`src/common/tcc_pkg.sv`:
```
package tcc_pkg;
    // channel count and register layout
    localparam int NCH = 3;
    localparam logic [7:0] OFS_CTRL0 = 8'h00;
    localparam logic [7:0] OFS_CTRL1 = 8'h04;
    localparam logic [7:0] OFS_CTRL2 = 8'h08;
    localparam logic [7:0] OFS_AUX = 8'h0c;
    localparam logic [7:0] OFS_STAT = 8'h10;
    localparam logic [7:0] CTRL_RST = 8'h00;
    localparam logic [7:0] AUX_RST = 8'h00;
    localparam logic [7:0] CH12_WR_MASK = 8'h7f;
    // fields of the auxiliary configuration register
    localparam int AUX_SYNC_POS = 0;
    localparam int AUX_PHASE_POS = 3;
    localparam int AUX_BUFA_POS = 5;
    localparam int AUX_BUFB_POS = 6;
    // fields of the status register
    localparam int STAT_TICK_POS = 0;
    localparam int STAT_CLR_POS = 3;
    localparam int STAT_PIN_POS = 6;
    // ahb transfer type bit that marks an active transfer
    localparam int HTRANS_ACTIVE_BIT = 1;
    // prescaler: free counter, one stage per ratio 4, 16, 64, 256, 1024
    localparam int PRE_W = 10;
    localparam int NDIV = 5;
    localparam logic [PRE_W-1:0] PRE_RST = 10'h000;
    localparam logic [PRE_W-1:0] PRE_MASK [NDIV] =
        '{10'h003, 10'h00f, 10'h03f, 10'h0ff, 10'h3ff};
    localparam logic [PRE_W-1:0] PRE_HALF [NDIV] =
        '{10'h002, 10'h008, 10'h020, 10'h080, 10'h200};
    localparam logic [PRE_W-1:0] PRE_ZERO = 10'h000;

    // one channel control register
    typedef struct packed {
        logic [2:0] clr;
        logic [1:0] edg;
        logic [2:0] sel;
    } tcc_ctrl_t;

    // compare match / capture events, bit 0 is register a
    typedef struct packed {
        logic [3:0] ch0;
        logic [1:0] ch1;
        logic [1:0] ch2;
    } tcc_match_t;

    typedef enum logic [3:0] {
        SRC_DIV1, SRC_DIV4, SRC_DIV16, SRC_DIV64, SRC_DIV256, SRC_DIV1024,
        SRC_PIN_A, SRC_PIN_B, SRC_PIN_C, SRC_PIN_D, SRC_NONE
    } tcc_src_t;

    typedef enum logic [2:0] {
        CLR_NONE, CLR_A, CLR_B, CLR_C, CLR_D, CLR_SYNC
    } tcc_clr_t;
endpackage : tcc_pkg

```
`src/hw/tcc_top.sv`:
```
// How it works
// - Channel 0 clear: 000/100 none, 001/010/101/110 regs a-d, 011/111 sync.
// - Channels 1 and 2 clear: 00 none, 01 reg a, 10 reg b, 11 sync.
// - Channels 1 and 2 control bit 7 reads zero and ignores writes.
// - Synchronous clearing acts only while the channel's lockstep bit is one.
// - A buffering register c or d never clears and raises no match event.
// - Both-edge counting gives two counts per prescaled period.
// - In phase counting mode channels 1 and 2 ignore the edge field.
// - Edge choice needs divide 4 or slower; divide 1 counts rising only.
// - Channel 0: codes 000-011 divide 1/4/16/64, 100-111 pins a-d.
// - Ch 1: 000-011 div 1/4/16/64, 100/101 pins a/b, 110 div 256; no 111.
// - Ch 2: 000-011 div 1/4/16/64, 100-110 pins a-c, 111 div 1024.
// - In phase counting mode channels 1 and 2 ignore clock select.
// - Three 8-bit control registers, zeroed by reset and by standby.
// - Each channel picks its clock source on its own.
//
// Our own choices: the AHB-Lite register port and the placing of the registers.
`timescale 1ns/100ps
`default_nettype none
module tcc_top (
    input wire logic clk,
    input wire logic reset,
    input wire logic standby,
    input wire logic hsel,
    input wire logic [31:0] haddr,
    input wire logic [1:0] htrans,
    input wire logic hwrite,
    input wire logic [2:0] hsize,
    input wire logic [31:0] hwdata,
    input wire logic hready,
    output logic hreadyout,
    output logic hresp,
    output logic [31:0] hrdata,
    input wire logic [3:0] ext_count_clock,
    input wire tcc_pkg::tcc_match_t match_evt,
    output logic [2:0] count_tick,
    output logic [2:0] count_clear,
    output logic [1:0] ch0_match_cd
);
    import tcc_pkg::*;

    // clock source decode per channel and code
    function automatic tcc_src_t decode_src(input int ch, input logic [2:0] s);
        tcc_src_t r;
        r = SRC_NONE;
        case (s)
            3'h0: r = SRC_DIV1;
            3'h1: r = SRC_DIV4;
            3'h2: r = SRC_DIV16;
            3'h3: r = SRC_DIV64;
            3'h4: r = SRC_PIN_A;
            3'h5: r = SRC_PIN_B;
            3'h6: r = SRC_NONE; // per-channel meaning set below
            default: r = SRC_NONE;
        endcase
        if (s == 3'h6) begin
            r = (ch == 0) ? SRC_PIN_C : (ch == 1) ? SRC_DIV256 : SRC_PIN_C;
        end
        if (s == 3'h7) begin
            // channel 1 code 111 is prohibited and yields no clock
            r = (ch == 0) ? SRC_PIN_D : (ch == 2) ? SRC_DIV1024 : SRC_NONE;
        end
        return r;
    endfunction : decode_src

    // clear source decode per channel and code
    function automatic tcc_clr_t decode_clr(input int ch, input logic [2:0] c);
        tcc_clr_t r;
        logic [1:0] lo;
        lo = c[1:0];
        r = CLR_NONE;
        case (lo)
            2'h1: r = (ch == 0 && c[2]) ? CLR_C : CLR_A;
            2'h2: r = (ch == 0 && c[2]) ? CLR_D : CLR_B;
            2'h3: r = CLR_SYNC;
            default: r = CLR_NONE;
        endcase
        return r;
    endfunction : decode_clr

    // apply the edge field to a rising/falling pair
    function automatic logic pick_edge(input logic [1:0] e, input logic ri,
                                       input logic fa);
        logic r;
        r = ri;
        if (e == 2'h1) begin
            r = fa;
        end else if (e[1]) begin
            r = ri | fa;
        end
        return r;
    endfunction : pick_edge

    tcc_ctrl_t ctrl_ff [NCH];
    tcc_ctrl_t nxt_ctrl [NCH];
    logic [7:0] aux_ff, nxt_aux;
    logic dp_wr_ff, nxt_dp_wr;
    logic [7:0] dp_addr_ff, nxt_dp_addr;
    logic [31:0] hrdata_ff, nxt_hrdata;
    logic hreadyout_ff, hresp_ff;
    logic [3:0] pin_s1_ff, pin_s2_ff, pin_s3_ff;
    logic [PRE_W-1:0] pre_ff, nxt_pre;
    logic [2:0] tick_ff, nxt_tick;
    logic [2:0] clear_ff, nxt_clear;
    logic [1:0] cd_ff, nxt_cd;
    logic [NDIV-1:0] pre_rise, pre_fall;
    logic [3:0] pin_rise, pin_fall;
    logic [2:0] own_clr;
    logic grp_clr;
    logic [7:0] stat_val;

    // bus register file: write in the data phase, read in the address one
    always_comb begin
        logic [7:0] wb;
        wb = hwdata[7:0];
        nxt_ctrl = ctrl_ff;
        nxt_aux = aux_ff;
        nxt_dp_wr = hsel & htrans[HTRANS_ACTIVE_BIT] & hready & hwrite;
        nxt_dp_addr = haddr[7:0];
        nxt_hrdata = hrdata_ff;
        if (dp_wr_ff) begin
            case (dp_addr_ff)
                OFS_CTRL0: nxt_ctrl[0] = tcc_ctrl_t'(wb);
                OFS_CTRL1: nxt_ctrl[1] = tcc_ctrl_t'(wb & CH12_WR_MASK);
                OFS_CTRL2: nxt_ctrl[2] = tcc_ctrl_t'(wb & CH12_WR_MASK);
                OFS_AUX: nxt_aux = wb;
                default: nxt_aux = aux_ff;
            endcase
        end
        if (standby) begin
            for (int i = 0; i < NCH; i++) begin
                nxt_ctrl[i] = tcc_ctrl_t'(CTRL_RST);
            end
            nxt_aux = AUX_RST;
        end
        if (hsel & htrans[HTRANS_ACTIVE_BIT] & hready & ~hwrite) begin
            case (haddr[7:0])
                OFS_CTRL0: nxt_hrdata = {24'h000000, nxt_ctrl[0]};
                OFS_CTRL1: nxt_hrdata = {24'h000000, nxt_ctrl[1]};
                OFS_CTRL2: nxt_hrdata = {24'h000000, nxt_ctrl[2]};
                OFS_AUX: nxt_hrdata = {24'h000000, nxt_aux};
                OFS_STAT: nxt_hrdata = {24'h000000, stat_val};
                default: nxt_hrdata = 32'h00000000;
            endcase
        end
    end

    always_ff @(posedge clk or posedge reset) begin
        if (reset) begin
            for (int i = 0; i < NCH; i++) begin
                ctrl_ff[i] <= tcc_ctrl_t'(CTRL_RST);
            end
            aux_ff <= AUX_RST;
            dp_wr_ff <= 1'b0;
            dp_addr_ff <= 8'h00;
            hrdata_ff <= 32'h00000000;
            hreadyout_ff <= 1'b0;
            hresp_ff <= 1'b0;
        end else begin
            ctrl_ff <= nxt_ctrl;
            aux_ff <= nxt_aux;
            dp_wr_ff <= nxt_dp_wr;
            dp_addr_ff <= nxt_dp_addr;
            hrdata_ff <= nxt_hrdata;
            hreadyout_ff <= 1'b1; // zero wait states
            hresp_ff <= 1'b0;
        end
    end

    // prescaler counter and its per-ratio edge pulses
    always_comb begin
        nxt_pre = pre_ff + 10'h001;
        for (int j = 0; j < NDIV; j++) begin
            pre_rise[j] = (pre_ff & PRE_MASK[j]) == PRE_HALF[j];
            pre_fall[j] = (pre_ff & PRE_MASK[j]) == PRE_ZERO;
        end
    end

    // pin synchroniser: s1 feeds s2 only, edges from s2 against s3
    always_comb begin
        pin_rise = pin_s2_ff & ~pin_s3_ff;
        pin_fall = ~pin_s2_ff & pin_s3_ff;
    end

    always_ff @(posedge clk or posedge reset) begin
        if (reset) begin
            pre_ff <= PRE_RST;
            pin_s1_ff <= 4'h0;
            pin_s2_ff <= 4'h0;
            pin_s3_ff <= 4'h0;
        end else begin
            pre_ff <= nxt_pre;
            pin_s1_ff <= ext_count_clock;
            pin_s2_ff <= pin_s1_ff;
            pin_s3_ff <= pin_s2_ff;
        end
    end

    // count enables, clear requests and gated c/d match events
    always_comb begin
        tcc_src_t src;
        tcc_clr_t cs;
        logic ri;
        logic fa;
        logic phase;
        logic [3:0] m;
        src = SRC_NONE;
        cs = CLR_NONE;
        ri = 1'b0;
        fa = 1'b0;
        phase = 1'b0;
        m = 4'h0;
        nxt_tick = 3'h0;
        own_clr = 3'h0;
        // buffer use of c/d masks their events
        nxt_cd = match_evt.ch0[3:2] &
                 ~{aux_ff[AUX_BUFB_POS], aux_ff[AUX_BUFA_POS]};
        for (int i = 0; i < NCH; i++) begin
            src = decode_src(i, ctrl_ff[i].sel);
            phase = (i != 0) && aux_ff[AUX_PHASE_POS + i - 1];
            case (src)
                SRC_DIV4: begin ri = pre_rise[0]; fa = pre_fall[0]; end
                SRC_DIV16: begin ri = pre_rise[1]; fa = pre_fall[1]; end
                SRC_DIV64: begin ri = pre_rise[2]; fa = pre_fall[2]; end
                SRC_DIV256: begin ri = pre_rise[3]; fa = pre_fall[3]; end
                SRC_DIV1024: begin ri = pre_rise[4]; fa = pre_fall[4]; end
                SRC_PIN_A: begin ri = pin_rise[0]; fa = pin_fall[0]; end
                SRC_PIN_B: begin ri = pin_rise[1]; fa = pin_fall[1]; end
                SRC_PIN_C: begin ri = pin_rise[2]; fa = pin_fall[2]; end
                SRC_PIN_D: begin ri = pin_rise[3]; fa = pin_fall[3]; end
                default: begin ri = 1'b0; fa = 1'b0; end
            endcase
            if (src == SRC_DIV1) begin
                nxt_tick[i] = 1'b1;
            end else begin
                nxt_tick[i] = pick_edge(ctrl_ff[i].edg, ri, fa);
            end
            // phase counting datapath drives the counter instead
            if (phase) begin
                nxt_tick[i] = 1'b0;
            end
            m = (i == 0) ? {nxt_cd, match_evt.ch0[1:0]} :
                (i == 1) ? {2'h0, match_evt.ch1} : {2'h0, match_evt.ch2};
            cs = decode_clr(i, ctrl_ff[i].clr);
            case (cs)
                CLR_A: own_clr[i] = m[0];
                CLR_B: own_clr[i] = m[1];
                CLR_C: own_clr[i] = m[2];
                CLR_D: own_clr[i] = m[3];
                default: own_clr[i] = 1'b0;
            endcase
        end
        grp_clr = |(own_clr & aux_ff[AUX_SYNC_POS +: NCH]);
        for (int i = 0; i < NCH; i++) begin
            cs = decode_clr(i, ctrl_ff[i].clr);
            nxt_clear[i] = own_clr[i] | ((cs == CLR_SYNC) &
                           aux_ff[AUX_SYNC_POS + i] & grp_clr);
        end
    end

    always_ff @(posedge clk or posedge reset) begin
        if (reset) begin
            tick_ff <= 3'h0;
            clear_ff <= 3'h0;
            cd_ff <= 2'h0;
        end else begin
            tick_ff <= nxt_tick;
            clear_ff <= nxt_clear;
            cd_ff <= nxt_cd;
        end
    end

    // status readback: last enables, clears and synchronised pins a/b
    assign stat_val = {pin_s2_ff[1:0], clear_ff, tick_ff};

    assign hreadyout = hreadyout_ff;
    assign hresp = hresp_ff;
    assign hrdata = hrdata_ff;
    assign count_tick = tick_ff;
    assign count_clear = clear_ff;
    assign ch0_match_cd = cd_ff;
endmodule : tcc_top
`default_nettype wire

```
`config.mk`:
```
export PLATFORM = sky130hd
export DESIGN_NAME = tcc_top
export DESIGN_NICKNAME = d
export VERILOG_FILES = /design/src/common/tcc_pkg.sv /design/src/hw/tcc_top.sv
export SDC_FILE = /design/constraint.sdc
export NUM_CORES = 1
export LEC_CHECK = 0
export ABC_CLOCK_PERIOD_IN_PS = 3300
export BUFFER_PORTS_ARGS = -buffer_cell sky130_fd_sc_hd__buf_4
export CELL_PAD_IN_SITES_DETAIL_PLACEMENT = 1
export CELL_PAD_IN_SITES_GLOBAL_PLACEMENT = 1
export CORE_ASPECT_RATIO = 2
export CORE_MARGIN = 10
export CORE_UTILIZATION = 39
export DETAILED_ROUTE_END_ITERATION = 8
export GPL_TIMING_DRIVEN = 0
export PLACE_DENSITY = 0.82
export SLEW_MARGIN = 5
export SYNTH_ARGS = -nofsm -noshare
export SYNTH_HDL_FRONTEND = slang
export SYNTH_SLANG_ARGS = --single-unit
```
`constraint.sdc`:
```
create_clock -name clk -period 3.3 [get_ports clk]
set_input_delay 0.66 -clock clk [delete_from_list [all_inputs] [get_ports clk]]
set_output_delay 0.66 -clock clk [all_outputs]
set_load 0.01 [all_outputs]
```
==> impl_metrics.csv, run 1 <==
group,metric,value,unit
drt,ant_nets,0,
clock_tree,max-clock-path-buffers,2,
critical_path,critPathRequiredTime,3.53,ns
hold_path,hold_path.class,"input pin to asynchronous set/reset pin",
floorplan,io_pins,129,
power,p_leak,0.00237,µW
critical_path,crit_path_end_kind,"flop",
clock_tree,cts-root-buf,"clkbuf_16",
clock_tree,numCtsBuffers,9,
sta,slew_headroom,21.8,%
status,status,"finished clean",
clock_tree,post_cts_resized,0,
drt,wl_per_cell,21.3,µm
logic_synthesis,synth_area_leaders,"dfrtp_1, mux2i_1, buf_4",
sta,setup_viol,0,
grt,grt_overflow,0,
grt,grt_pass1_vias,4177,
clock_tree,clock_sink_count,80,
logic_synthesis,synth_cells,393,
drt,vias,3510,
clock_tree,worstSkewPairLatency,0.34,ns
critical_path,cp.arrival,3.11,ns
logic_synthesis,yosysTopAreaCell,"dfrtp_1",
critical_path,critical_path.top_delay_family,"simple AND/OR/NAND/NOR gates",
floorplan,die_area,0.0156,mm²
sta,worst_slew_pin_slew,1.16,ns
drt,vias_per_cell,5.63,
logic_synthesis,synth_seq_area_share,47.4,%
final_layout,drive_gt1_share,23.3,%
critical_path,cpPeakStageDelay,0.97,ns
logic_synthesis,async_flop_share,100,%
final_layout,area_growth,24.6,%
logic_synthesis,ys_ff_latch,80,
final_layout,postLayoutCellArea,0.00526,mm²
clock_tree,cts_tree,"done",
floorplan,design.core.area,0.0105,mm²
sta,slew_violations,0,
sta,hold_viol,0,
floorplan,die_x,93.6,µm
final_layout,nFillCells,1159,
critical_path,path_class,"flop to flop",
logic_synthesis,yosys.area.top_type_share,47.4,%
sta,max_freq,347,MHz
clock_tree,ctsHtreeMaxLevel,3,
logic_synthesis,synth.distinct_cells,61,
drt,drc_errors,0,
sta,min_period_over_period,87.3,%
floorplan,row_count,53,
sta,period_needed,2.88,ns
logic_synthesis,ys.flop_type,"dfrtp_1",
grt,gr-usage-all-layers,17.4,%
place,port_buffers,51,
grt,grt_max_degree,51,
run,cap_violations,0,
power,total_power,2420,µW
logic_synthesis,syn_area,0.00422,mm²
final_layout,antennaDiodeCount,0,
place,postPlaceCellArea,0.00491,mm²
clock_tree,cts_hold_buf,0,
place,gp_congestion,0.849,
clock_tree,cts.clk_slew.worst_paths,0.06,ns
sta,rsz0062_at_grt,"false",
floorplan,die_y,167,µm
critical_path,worstPathMaxFanout,8,
critical_path,path_buf_inv,1,
drt,drt_iter0_drc,196,
sta,fin_tns_setup,0,ns
place,hpwl,10.1,mm
critical_path,path_cells,"inv_1 > ha_1 > nor4b_1 > nand4bb_1 > a22oi_1 > nor4_1 > nor3_1",
final_layout,fin_nets,577,
clock_tree,cts_setup_buffers,0,
logic_synthesis,synth_edf_count,0,
grt,antenna_found_initial,0,
drt,wirelength,13.2,mm
critical_path,slowest_stage,"nor4b_1",
grt,grt_pass1_wl,21.6,mm
sta,skew,0.00574,ns
logic_synthesis,ys_warn_count,0,
logic_synthesis,postSynthAreaPerCell,10.7,µm²
power,pwr_density_cell,460,mW/mm²
floorplan,start_util,40.0,%
critical_path,crit_path_start_kind,"flop",
drt,drt_first_pass_iters,6,
power,ir_drop,0.000328,V
-- layout make-up --
cell class / count / area (µm²) / share of cell area (%)
Tap cell: 137 / 171 / 3.26
Sequential cell: 80 / 2000 / 38.1
Buffer: 45 / 270 / 5.14
Multi-Input combinational cell: 275 / 1980 / 37.7
Timing Repair Buffer: 53 / 418 / 7.94
Clock inverter: 7 / 126 / 2.40
Clock buffer: 9 / 225 / 4.28
Inverter: 17 / 66.3 / 1.26
-- through the flow --
| step | instances | utilization, % | setup WS, ns | hold WS [ns] |
|---|---|---|---|---|
| finish | 623 | 49.9 | 0.421 | 0.325 |
| global route | 623 | 49.9 | 0.250 | 0.353 |
| CTS | 623 | 49.9 | 0.490 | 0.332 |
| detailed placement | 607 | 46.6 | 0.195 | 0.337 |
| global placement | 605 | 46.1 | -0.350 | 0.332 |
| floorplan | 417 | - | 0.588 | 0.331 |
-- placed cells by master, fill, tap and decap left out, types with 4 or more instances in the layout --
master and instances:
a21oi_1 6, a221o_1 5, a22oi_1 4, a31oi_1 6, buf_4 77, clkbuf_1 16
clkbuf_16 9, conb_1 26, dfrtp_1 80, ha_1 9, inv_1 16, mux2_4 5
mux2i_1 26, nand2b_1 5, nand3_1 7, nand3b_1 5, nand4b_1 5, nor2_1 38
nor2b_1 16, nor3_1 5, nor3b_1 5, nor4_1 4, nor4b_1 5, nor4bb_1 7
o21ai_0 6, o22ai_1 9, o32a_1 7, or3b_2 4, xnor2_1 6
-- path summary, 6_finish.rpt --
path                            slack, ns  cells past startpoint          from             to
worst min-delay path                 0.33                      2         reset   pin_s3_ff[3]
worst max-delay path                 0.42                      7     pre_ff[0]  count_tick[2]
max in group asynchronous            2.39                      3         reset     ctrl_ff[9]
min in group clk                     0.35                      0  pin_s1_ff[3]   pin_s2_ff[3]
worst max register to register       0.42                      7     pre_ff[0]  count_tick[2]
worst min register to register       0.35                      0  pin_s1_ff[3]   pin_s2_ff[3]
-- state kept, by name (all words and copies together) (netlist names) --
| name | count |
|---|---|
| aux_ff | 8 |
| ch0_match_cd | 2 |
| count_clear | 3 |
| count_tick | 3 |
| ctrl_ff | 24 |
| dp_addr_ff | 8 |
| dp_wr_ff | 1 |
| hrdata | 8 |
| hreadyout | 1 |
| pin_s1_ff | 4 |
| pin_s2_ff | 4 |
| pin_s3_ff | 4 |
| pre_ff | 10 |
-- report_power, final --
part	leakage, µW	internal [µW]	switching [µW]	total, µW
Combinational	0.00119	101	100	201
Clock	0.000168	749	425	1170
Sequential	0.00102	1010	28.4	1040
Total	0.00237	1860	553	2420
-- logic make-up after synthesis --
kind of cell    after synthesis  share of synthesized area (%)
fa+ha+maj                     9                           2.67
flops                        80                           47.4
compound gates               68                           12.4
xor+xnor                      8                           1.66
buf+inv                      62                           7.92
other cells                   2                          0.178
mux                          31                           7.95
simple gates                133                           19.8
-- cells in the mapped netlist, types with 3 or more instances --
cell      number
and4b_1        3
or3_1          3
nor4b_1        5
clkbuf_1      16
ha_1           9
or4_1          3
nand4b_1       5
xnor2_1        6
nand2b_1       5
dfrtp_1       80
buf_4         25
a221o_1        5
nor4bb_1       7
nand3b_1       5
nor3b_1        5
inv_1         17
a311oi_1       3
nor2b_1       16
nor2_1        38
a22oi_1        4
mux2_4         5
a22o_1         3
buf_1          3
nand3_1        7
o22ai_1        9
nand2_1        3
or3b_2         4
nor3_1         5
nor4_1         5
a21oi_1        6
and3_1         3
o32a_1         7
o21ai_0        6
mux2i_1       26
a31oi_1        6
-- routing by layer --
metal	track usage, %	up-vias	part of all wire [%]
met2	32.8	120	58
met1	16.4	1781	34
li1	-	1572	-
met3	3.31	37	3.7
met4	10.6	0	3.7
met5	0	-	0
No activity file was read; power rests on OpenSTA's default activity.
==> run 2, diff against run 1 <==
--- a/config.mk
+++ b/config.mk
@@ -5,7 +5,7 @@
 export SDC_FILE = /design/constraint.sdc
 export NUM_CORES = 1
 export LEC_CHECK = 0
-export ABC_CLOCK_PERIOD_IN_PS = 3300
+export ABC_CLOCK_PERIOD_IN_PS = 2650
 export BUFFER_PORTS_ARGS = -buffer_cell sky130_fd_sc_hd__buf_4
 export CELL_PAD_IN_SITES_DETAIL_PLACEMENT = 1
 export CELL_PAD_IN_SITES_GLOBAL_PLACEMENT = 1
==> constraint.sdc (replaced) <==
create_clock -name clk -period 2.65 [get_ports clk]
set_input_delay 0.53 -clock clk [delete_from_list [all_inputs] [get_ports clk]]
set_output_delay 0.53 -clock clk [all_outputs]
set_load 0.01 [all_outputs]
==> impl_metrics.csv, run 2 (same netlist as run 1, synthesis figures left out) <==
group,metric,value,unit
status,status,"finished clean",
sta,period_needed,2.62,ns
power,internal-power,2320,µW
final_layout,drive_gt1_share,24.5,%
final_layout,fin_nets,580,
sta,fin_tns_setup,0,ns
grt,antenna_found_initial,0,
power,p_leak,0.00240,µW
critical_path,worstPathMaxFanout,8,
sta,max_freq,381,MHz
sta,slew_headroom,48.5,%
power,p_sw_share,22.8,%
final_layout,largest_register,"ctrl_ff",
power,clockPowerShare,48.4,%
final_layout,postLayoutCellArea,0.00531,mm²
grt,grt_pass1_wl,21.6,mm
sta,setup_viol,0,
clock_tree,numCtsBuffers,9,
final_layout,antennaDiodeCount,0,
grt,grt_overflow,0,
power,pwr_density_cell,567,mW/mm²
run,cap_violations,0,
clock_tree,worstSkewPairLatency,0.34,ns
drt,wirelength,13.3,mm
final_layout,top_regs,"ctrl_ff: 24 flops, pre_ff: 10 flops",
drt,wl_per_cell,21.3,µm
place,place_ws,-0.325,ns
sta,min_period_over_period,99.0,%
place,postPlaceCellArea,0.00491,mm²
floorplan,die_area,0.0156,mm²
floorplan,die_y,167,µm
power,seq_power_share,43.2,%
critical_path,cpPeakStageDelay,0.58,ns
clock_tree,cts.clk_slew.worst_paths,0.06,ns
floorplan,design.core.area,0.0105,mm²
final_layout,final_cell_mix,"buf_4, dfrtp_1, nor2_1",
place,dp_cells,607,
sta,slew_violations,0,
sta,worst_slew_pin_slew,0.769,ns
floorplan,die_x,93.6,µm
place,gp_congestion,0.849,
clock_tree,cts-root-buf,"clkbuf_16",
final_layout,area_growth,25.7,%
critical_path,cp-startpoint,"dp_addr_ff[6]",
clock_tree,cts_hold_buf,0,
floorplan,start_util,40.0,%
grt,gr-usage-all-layers,17.5,%
critical_path,critPathRequiredTime,2.87,ns
drt,drt_iter0_drc,169,
clock_tree,ctsHtreeMaxLevel,3,
final_layout,fin_cells,626,
power,p_comb_share,8.4,%
critical_path,r2r-start,"dp_addr_ff[6]",
drt,ant_nets,0,
drt,drt_first_pass_iters,4,
floorplan,row_count,53,
critical_path,path_cells,"or4b_4 > or3b_1 > buf_6 > mux2_4 > a221o_1 > o32a_1",
place,hpwl,10.1,mm
final_layout,largest_register_ffs,24,
critical_path,path_class,"flop to flop",
drt,vias_per_cell,5.65,
clock_tree,cts_tree,"done",
clock_tree,max-clock-path-buffers,2,
critical_path,crit_path_start_kind,"flop",
sta,whs,0.195,ns
drt,vias,3534,
power,ir_drop,0.000409,V
drt,drc_errors,0,
critical_path,path_buf_inv,1,
grt,grt_max_degree,51,
sta,setup_slack,0.0259,ns
sta,rsz0062_at_grt,"true",
critical_path,critical_path.top_delay_family,"simple AND/OR/NAND/NOR gates",
power,switchingPower,685,µW
hold_path,hold_path.class,"input pin to asynchronous set/reset pin",
critical_path,slowest_stage,"or4b_4",
sta,skew,0.00651,ns
clock_tree,clock_sink_count,80,
critical_path,cp.arrival,2.84,ns
grt,grt_pass1_vias,4178,
sta,hold_viol,0,
floorplan,io_pins,129,
critical_path,crit_path_end_kind,"flop",
place,port_buffers,51,
[run 2: cell type report]
class	instances	area, µm²
flip-flops and latches	80	2000
multi-input cells	275	2000
fillers	1155	5240
clock inverters	7	126
inverters	17	66.3
well taps	137	171
clock buffers	9	225
plain buffers	45	272
repair buffers	56	440
[run 2: power groups by stage]
stage | Sequential, µW | Clock [µW] | Combinational, µW
finish | 1300 | 1450 | 251
CTS | 1300 | 1480 | 253
global placement | 1320 | 0 | 240
floorplan | 1320 | 0 | 112
detailed placement | 1320 | 0 | 251
global route | 1300 | 1530 | 276
[run 2: path summary, 6_finish.rpt]
kind,to,slack (ns),cells after the start
setup / recovery,hrdata[2],0.03,6
hold / removal,pin_s3_ff[3],0.19,2
setup reg to reg,hrdata[2],0.03,6
hold reg to reg,pin_s2_ff[3],0.35,0
max in group asynchronous,ctrl_ff[11],1.86,3
min in group clk,pin_s1_ff[3],0.30,1
[run 2: metal layers]
layer,up-vias,GRT usage (%),part of all wire (%)
li1,1578,-,-
met4,0,10.8,4.7
met3,45,3.27,3.7
met5,-,0,0
met2,122,32.8,57
met1,1789,16.5,35
[run 2: metrics by stage]
stage | power (µW) | utilization (%)
CTS | 3030 | 50.1
detailed placement | 1570 | 46.6
finish | 3010 | 50.3
global route | 3110 | 50.3
global placement | 1560 | 46.1
floorplan | 1430 | -
[run 2: what timing repair did]
item / 4_1_cts / 5_1_grt
pin swaps: 0 / 1
endpoints found under the setup margin: 10 / 5
endpoints found under the hold margin: 0 / 0
resized for setup: 4 / 1
setup buffers: 0 / 3
==> run 3, diff against run 2 <==
--- a/config.mk
+++ b/config.mk
@@ -5,16 +5,17 @@
 export SDC_FILE = /design/constraint.sdc
 export NUM_CORES = 1
 export LEC_CHECK = 0
+export ABC_AREA = 1
 export ABC_CLOCK_PERIOD_IN_PS = 2650
 export BUFFER_PORTS_ARGS = -buffer_cell sky130_fd_sc_hd__buf_4
 export CELL_PAD_IN_SITES_DETAIL_PLACEMENT = 1
 export CELL_PAD_IN_SITES_GLOBAL_PLACEMENT = 1
 export CORE_ASPECT_RATIO = 2
 export CORE_MARGIN = 10
-export CORE_UTILIZATION = 39
+export CORE_UTILIZATION = 38
 export DETAILED_ROUTE_END_ITERATION = 8
 export GPL_TIMING_DRIVEN = 0
-export PLACE_DENSITY = 0.82
+export PLACE_DENSITY = 0.83
 export SLEW_MARGIN = 5
 export SYNTH_ARGS = -nofsm -noshare
 export SYNTH_HDL_FRONTEND = slang
==> constraint.sdc (replaced) <==
create_clock -name clk -period 2.65 [get_ports clk]
set_input_delay 0.53 -clock clk [delete_from_list [all_inputs] [get_ports clk]]
set_output_delay 0.53 -clock clk [all_outputs]
set_load 0.1 [all_outputs]
==> impl_metrics.csv, run 3 <==
group,metric,value,unit
final_layout,drive_gt1_share,20.7,%
critical_path,ff2ff_path_depth,10,
sta,rsz0062_at_grt,"false",
floorplan,die_y,176,µm
critical_path,rrSetupSlack,0.64,ns
drt,vias,4215,
run,cap_violations,0,
clock_tree,cts-root-buf,"clkbuf_16",
logic_synthesis,yosys.area.top_type_share,43.5,%
final_layout,fin_nets,749,
sta,hold_viol,0,
logic_synthesis,synth_edf_count,0,
power,p_comb_share,19.4,%
final_layout,layout_commonest_cell,"nand2_1",
logic_synthesis,ys.flop_type,"dfrtp_1",
sta,setup_viol,0,
place,place_ws,0.449,ns
power,p_leak,0.00303,µW
sta,worst_slew_pin_slew,0.613,ns
final_layout,nFillCells,1440,
power,pwr_density_cell,565,mW/mm²
final_layout,final_cell_mix,"nand2_1, dfrtp_1, inv_1, nand3_1, buf_4",
sta,max_freq,498,MHz
logic_synthesis,synth_area_leaders,"dfrtp_1, nand3_1, nand2_1",
clock_tree,cts_hold_buf,0,
floorplan,die_x,97.8,µm
logic_synthesis,yosysTopAreaCell,"dfrtp_1",
sta,slew_headroom,59.0,%
grt,grt_use_met3,2.79,%
place,port_buffers,51,
final_layout,largest_register_ffs,24,
final_layout,multiInputGateArea,0.00210,mm²
clock_tree,worstSkewPairLatency,0.34,ns
grt,antenna_found_initial,0,
critical_path,critPathRequiredTime,2.90,ns
logic_synthesis,syn_area,0.00460,mm²
logic_synthesis,synth_most_common_cell,"nand2_1",
logic_synthesis,async_flop_share,100,%
grt,grt_pass1_wl,24.5,mm
floorplan,io_pins,129,
logic_synthesis,ys_warn_count,0,
critical_path,worstPathMaxFanout,6,
floorplan,row_count,56,
final_layout,postLayoutCoreUtil,47.4,%
sta,skew,0.00885,ns
drt,vias_per_cell,5.25,
floorplan,design.core.area,0.0118,mm²
grt,met1_usage,15.0,%
critical_path,path_class,"flop to flop",
drt,drt_iter0_drc,110,
drt,wl_per_cell,19.3,µm
grt,busiest_layer,"met2",
critical_path,crit_path_start_kind,"flop",
sta,min_period_over_period,75.8,%
logic_synthesis,synth_seq_area_share,43.5,%
clock_tree,numCtsBuffers,9,
clock_tree,cts_setup_buffers,0,
clock_tree,max-clock-path-buffers,2,
drt,drc_errors,0,
clock_tree,cts_tree,"done",
sta,period_needed,2.01,ns
drt,wirelength,15.5,mm
critical_path,r2r-start,"pre_ff[0]",
sta,setup_slack,0.642,ns
critical_path,cp.arrival,2.26,ns
clock_tree,cts.clk_slew.worst_paths,0.06,ns
grt,grt_overflow,0,
clock_tree,clock_sink_count,80,
drt,ant_nets,0,
logic_synthesis,postSynthAreaPerCell,8.12,µm²
power,clockPowerShare,39.7,%
clock_tree,post_cts_resized,0,
power,ir_drop,0.000315,V
drt,drt_first_pass_iters,4,
hold_path,hold_path.class,"input pin to asynchronous set/reset pin",
grt,use_met2,35.4,%
final_layout,seqCellArea,0.00200,mm²
logic_synthesis,ys_ff_latch,80,
power,seq_power_share,40.9,%
status,status,"finished clean",
clock_tree,ctsHtreeMaxLevel,3,
logic_synthesis,synth.distinct_cells,37,
grt,grt_max_degree,51,
grt,grt_pass1_vias,4846,
power,p_sw_share,32.6,%
final_layout,largest_register,"ctrl_ff",
critical_path,crit_path_end_kind,"flop",
final_layout,area_growth,21.3,%
final_layout,top_regs,"ctrl_ff: 24 flops, pre_ff: 10 flops",
power,switchingPower,1030,µW
place,hpwl,12.4,mm
sta,slew_violations,0,
critical_path,reg2reg_to,"count_tick[2]",
floorplan,die_area,0.0172,mm²
critical_path,cp-startpoint,"pre_ff[0]",
final_layout,antennaDiodeCount,0,
floorplan,start_util,39.1,%
place,gp_congestion,0.942,
power,internal-power,2120,µW
logic_synthesis,synth_common_cells,"nand2_1, dfrtp_1, inv_1",
logic_synthesis,synth_cells,566,
grt,gr-usage-all-layers,18.0,%
run 3: cell types whose count changed after synthesis, sizes merged, moves of 11 or more:
cell    delta
nand3     +79
clkbuf    -11
nor2b     -16
and3      +22
mux2i     -26
nor2      +29
nand2     +92
nand4     +33
inv       +62
run 3: worst max-delay path, cell delays in order, from the launching register on:
cell and delay, ns:
dfrtp_1 0.40, inv_1 0.10, ha_1 0.31, nand3_1 0.27
nor2_1 0.29, nand2_1 0.10, nand2_1 0.06, nor2_1 0.05
a21oi_1 0.13, nor2_1 0.07, nor2_1 0.13
run 3: power groups by stage:
stage | combinational, µW | clock [µW] | sequential (µW)
2_1_floorplan | 277 | 0 | 1500
3_3_place_gp | 599 | 0 | 1310
3_5_place_dp | 612 | 0 | 1310
4_1_cts | 612 | 1270 | 1290
5_1_grt | 639 | 1330 | 1290
6_report | 610 | 1250 | 1290
run 3: kinds of logic (layout without fill, tap and decap cells):
family | after synthesis | count (layout) | synth area share, %
other | 2 | 26 | 0.163
flip-flops | 80 | 80 | 43.5
AO/OA/AOI/OAI | 23 | 23 | 2.78
adder cells (fa/ha/maj) | 9 | 9 | 2.45
AND/OR/NAND/NOR | 329 | 329 | 36.8
buffers and inverters | 115 | 183 | 12.8
XOR/XNOR | 8 | 8 | 1.52
run 3: layout make-up:
class                           instances  area share, %
Buffer                                 36           5.20
Multi-Input combinational cell        395           37.6
Sequential cell                        80           35.9
Timing Repair Buffer                   52           7.36
Tap cell                              145           3.25
Clock buffer                           10           4.10
Inverter                               79           5.36
Clock inverter                          6           1.21
run 3: worst max path at each step:
stage	endpoint	slack (ns)	cells after the start
2_1_floorplan	aux_ff[0]	0.07	1
3_5_place_dp	hrdata[7]	0.45	9
6_report	count_tick[2]	0.64	10
4_1_cts	count_tick[2]	0.59	10
5_1_grt	count_tick[2]	0.50	10
3_3_place_gp	hrdata[5]	-0.98	2
run 3: metal layers:
layer | share of wire (%) | routed length [µm] | up-vias
li1 | - | - | 1981
met1 | 32 | 4980 | 2075
met2 | 57 | 8880 | 111
met3 | 2.9 | 442 | 48
met4 | 7.5 | 1150 | 0
met5 | 0 | 0 | -
run 3: per-stage QoR:
step / area, µm² / setup TNS (ns) / std cells / hold slack, ns / power (µW)
global route: 5580 / 0 / 803 / 0.221 / 3260
detailed placement: 5280 / 0 / 787 / 0.343 / 1920
finish: 5580 / 0 / 803 / 0.189 / 3150
CTS: 5580 / 0 / 803 / 0.212 / 3170
floorplan: 4690 / 0 / 590 / 0.331 / 1780
global placement: 5250 / -77.60 / 786 / 0.333 / 1910
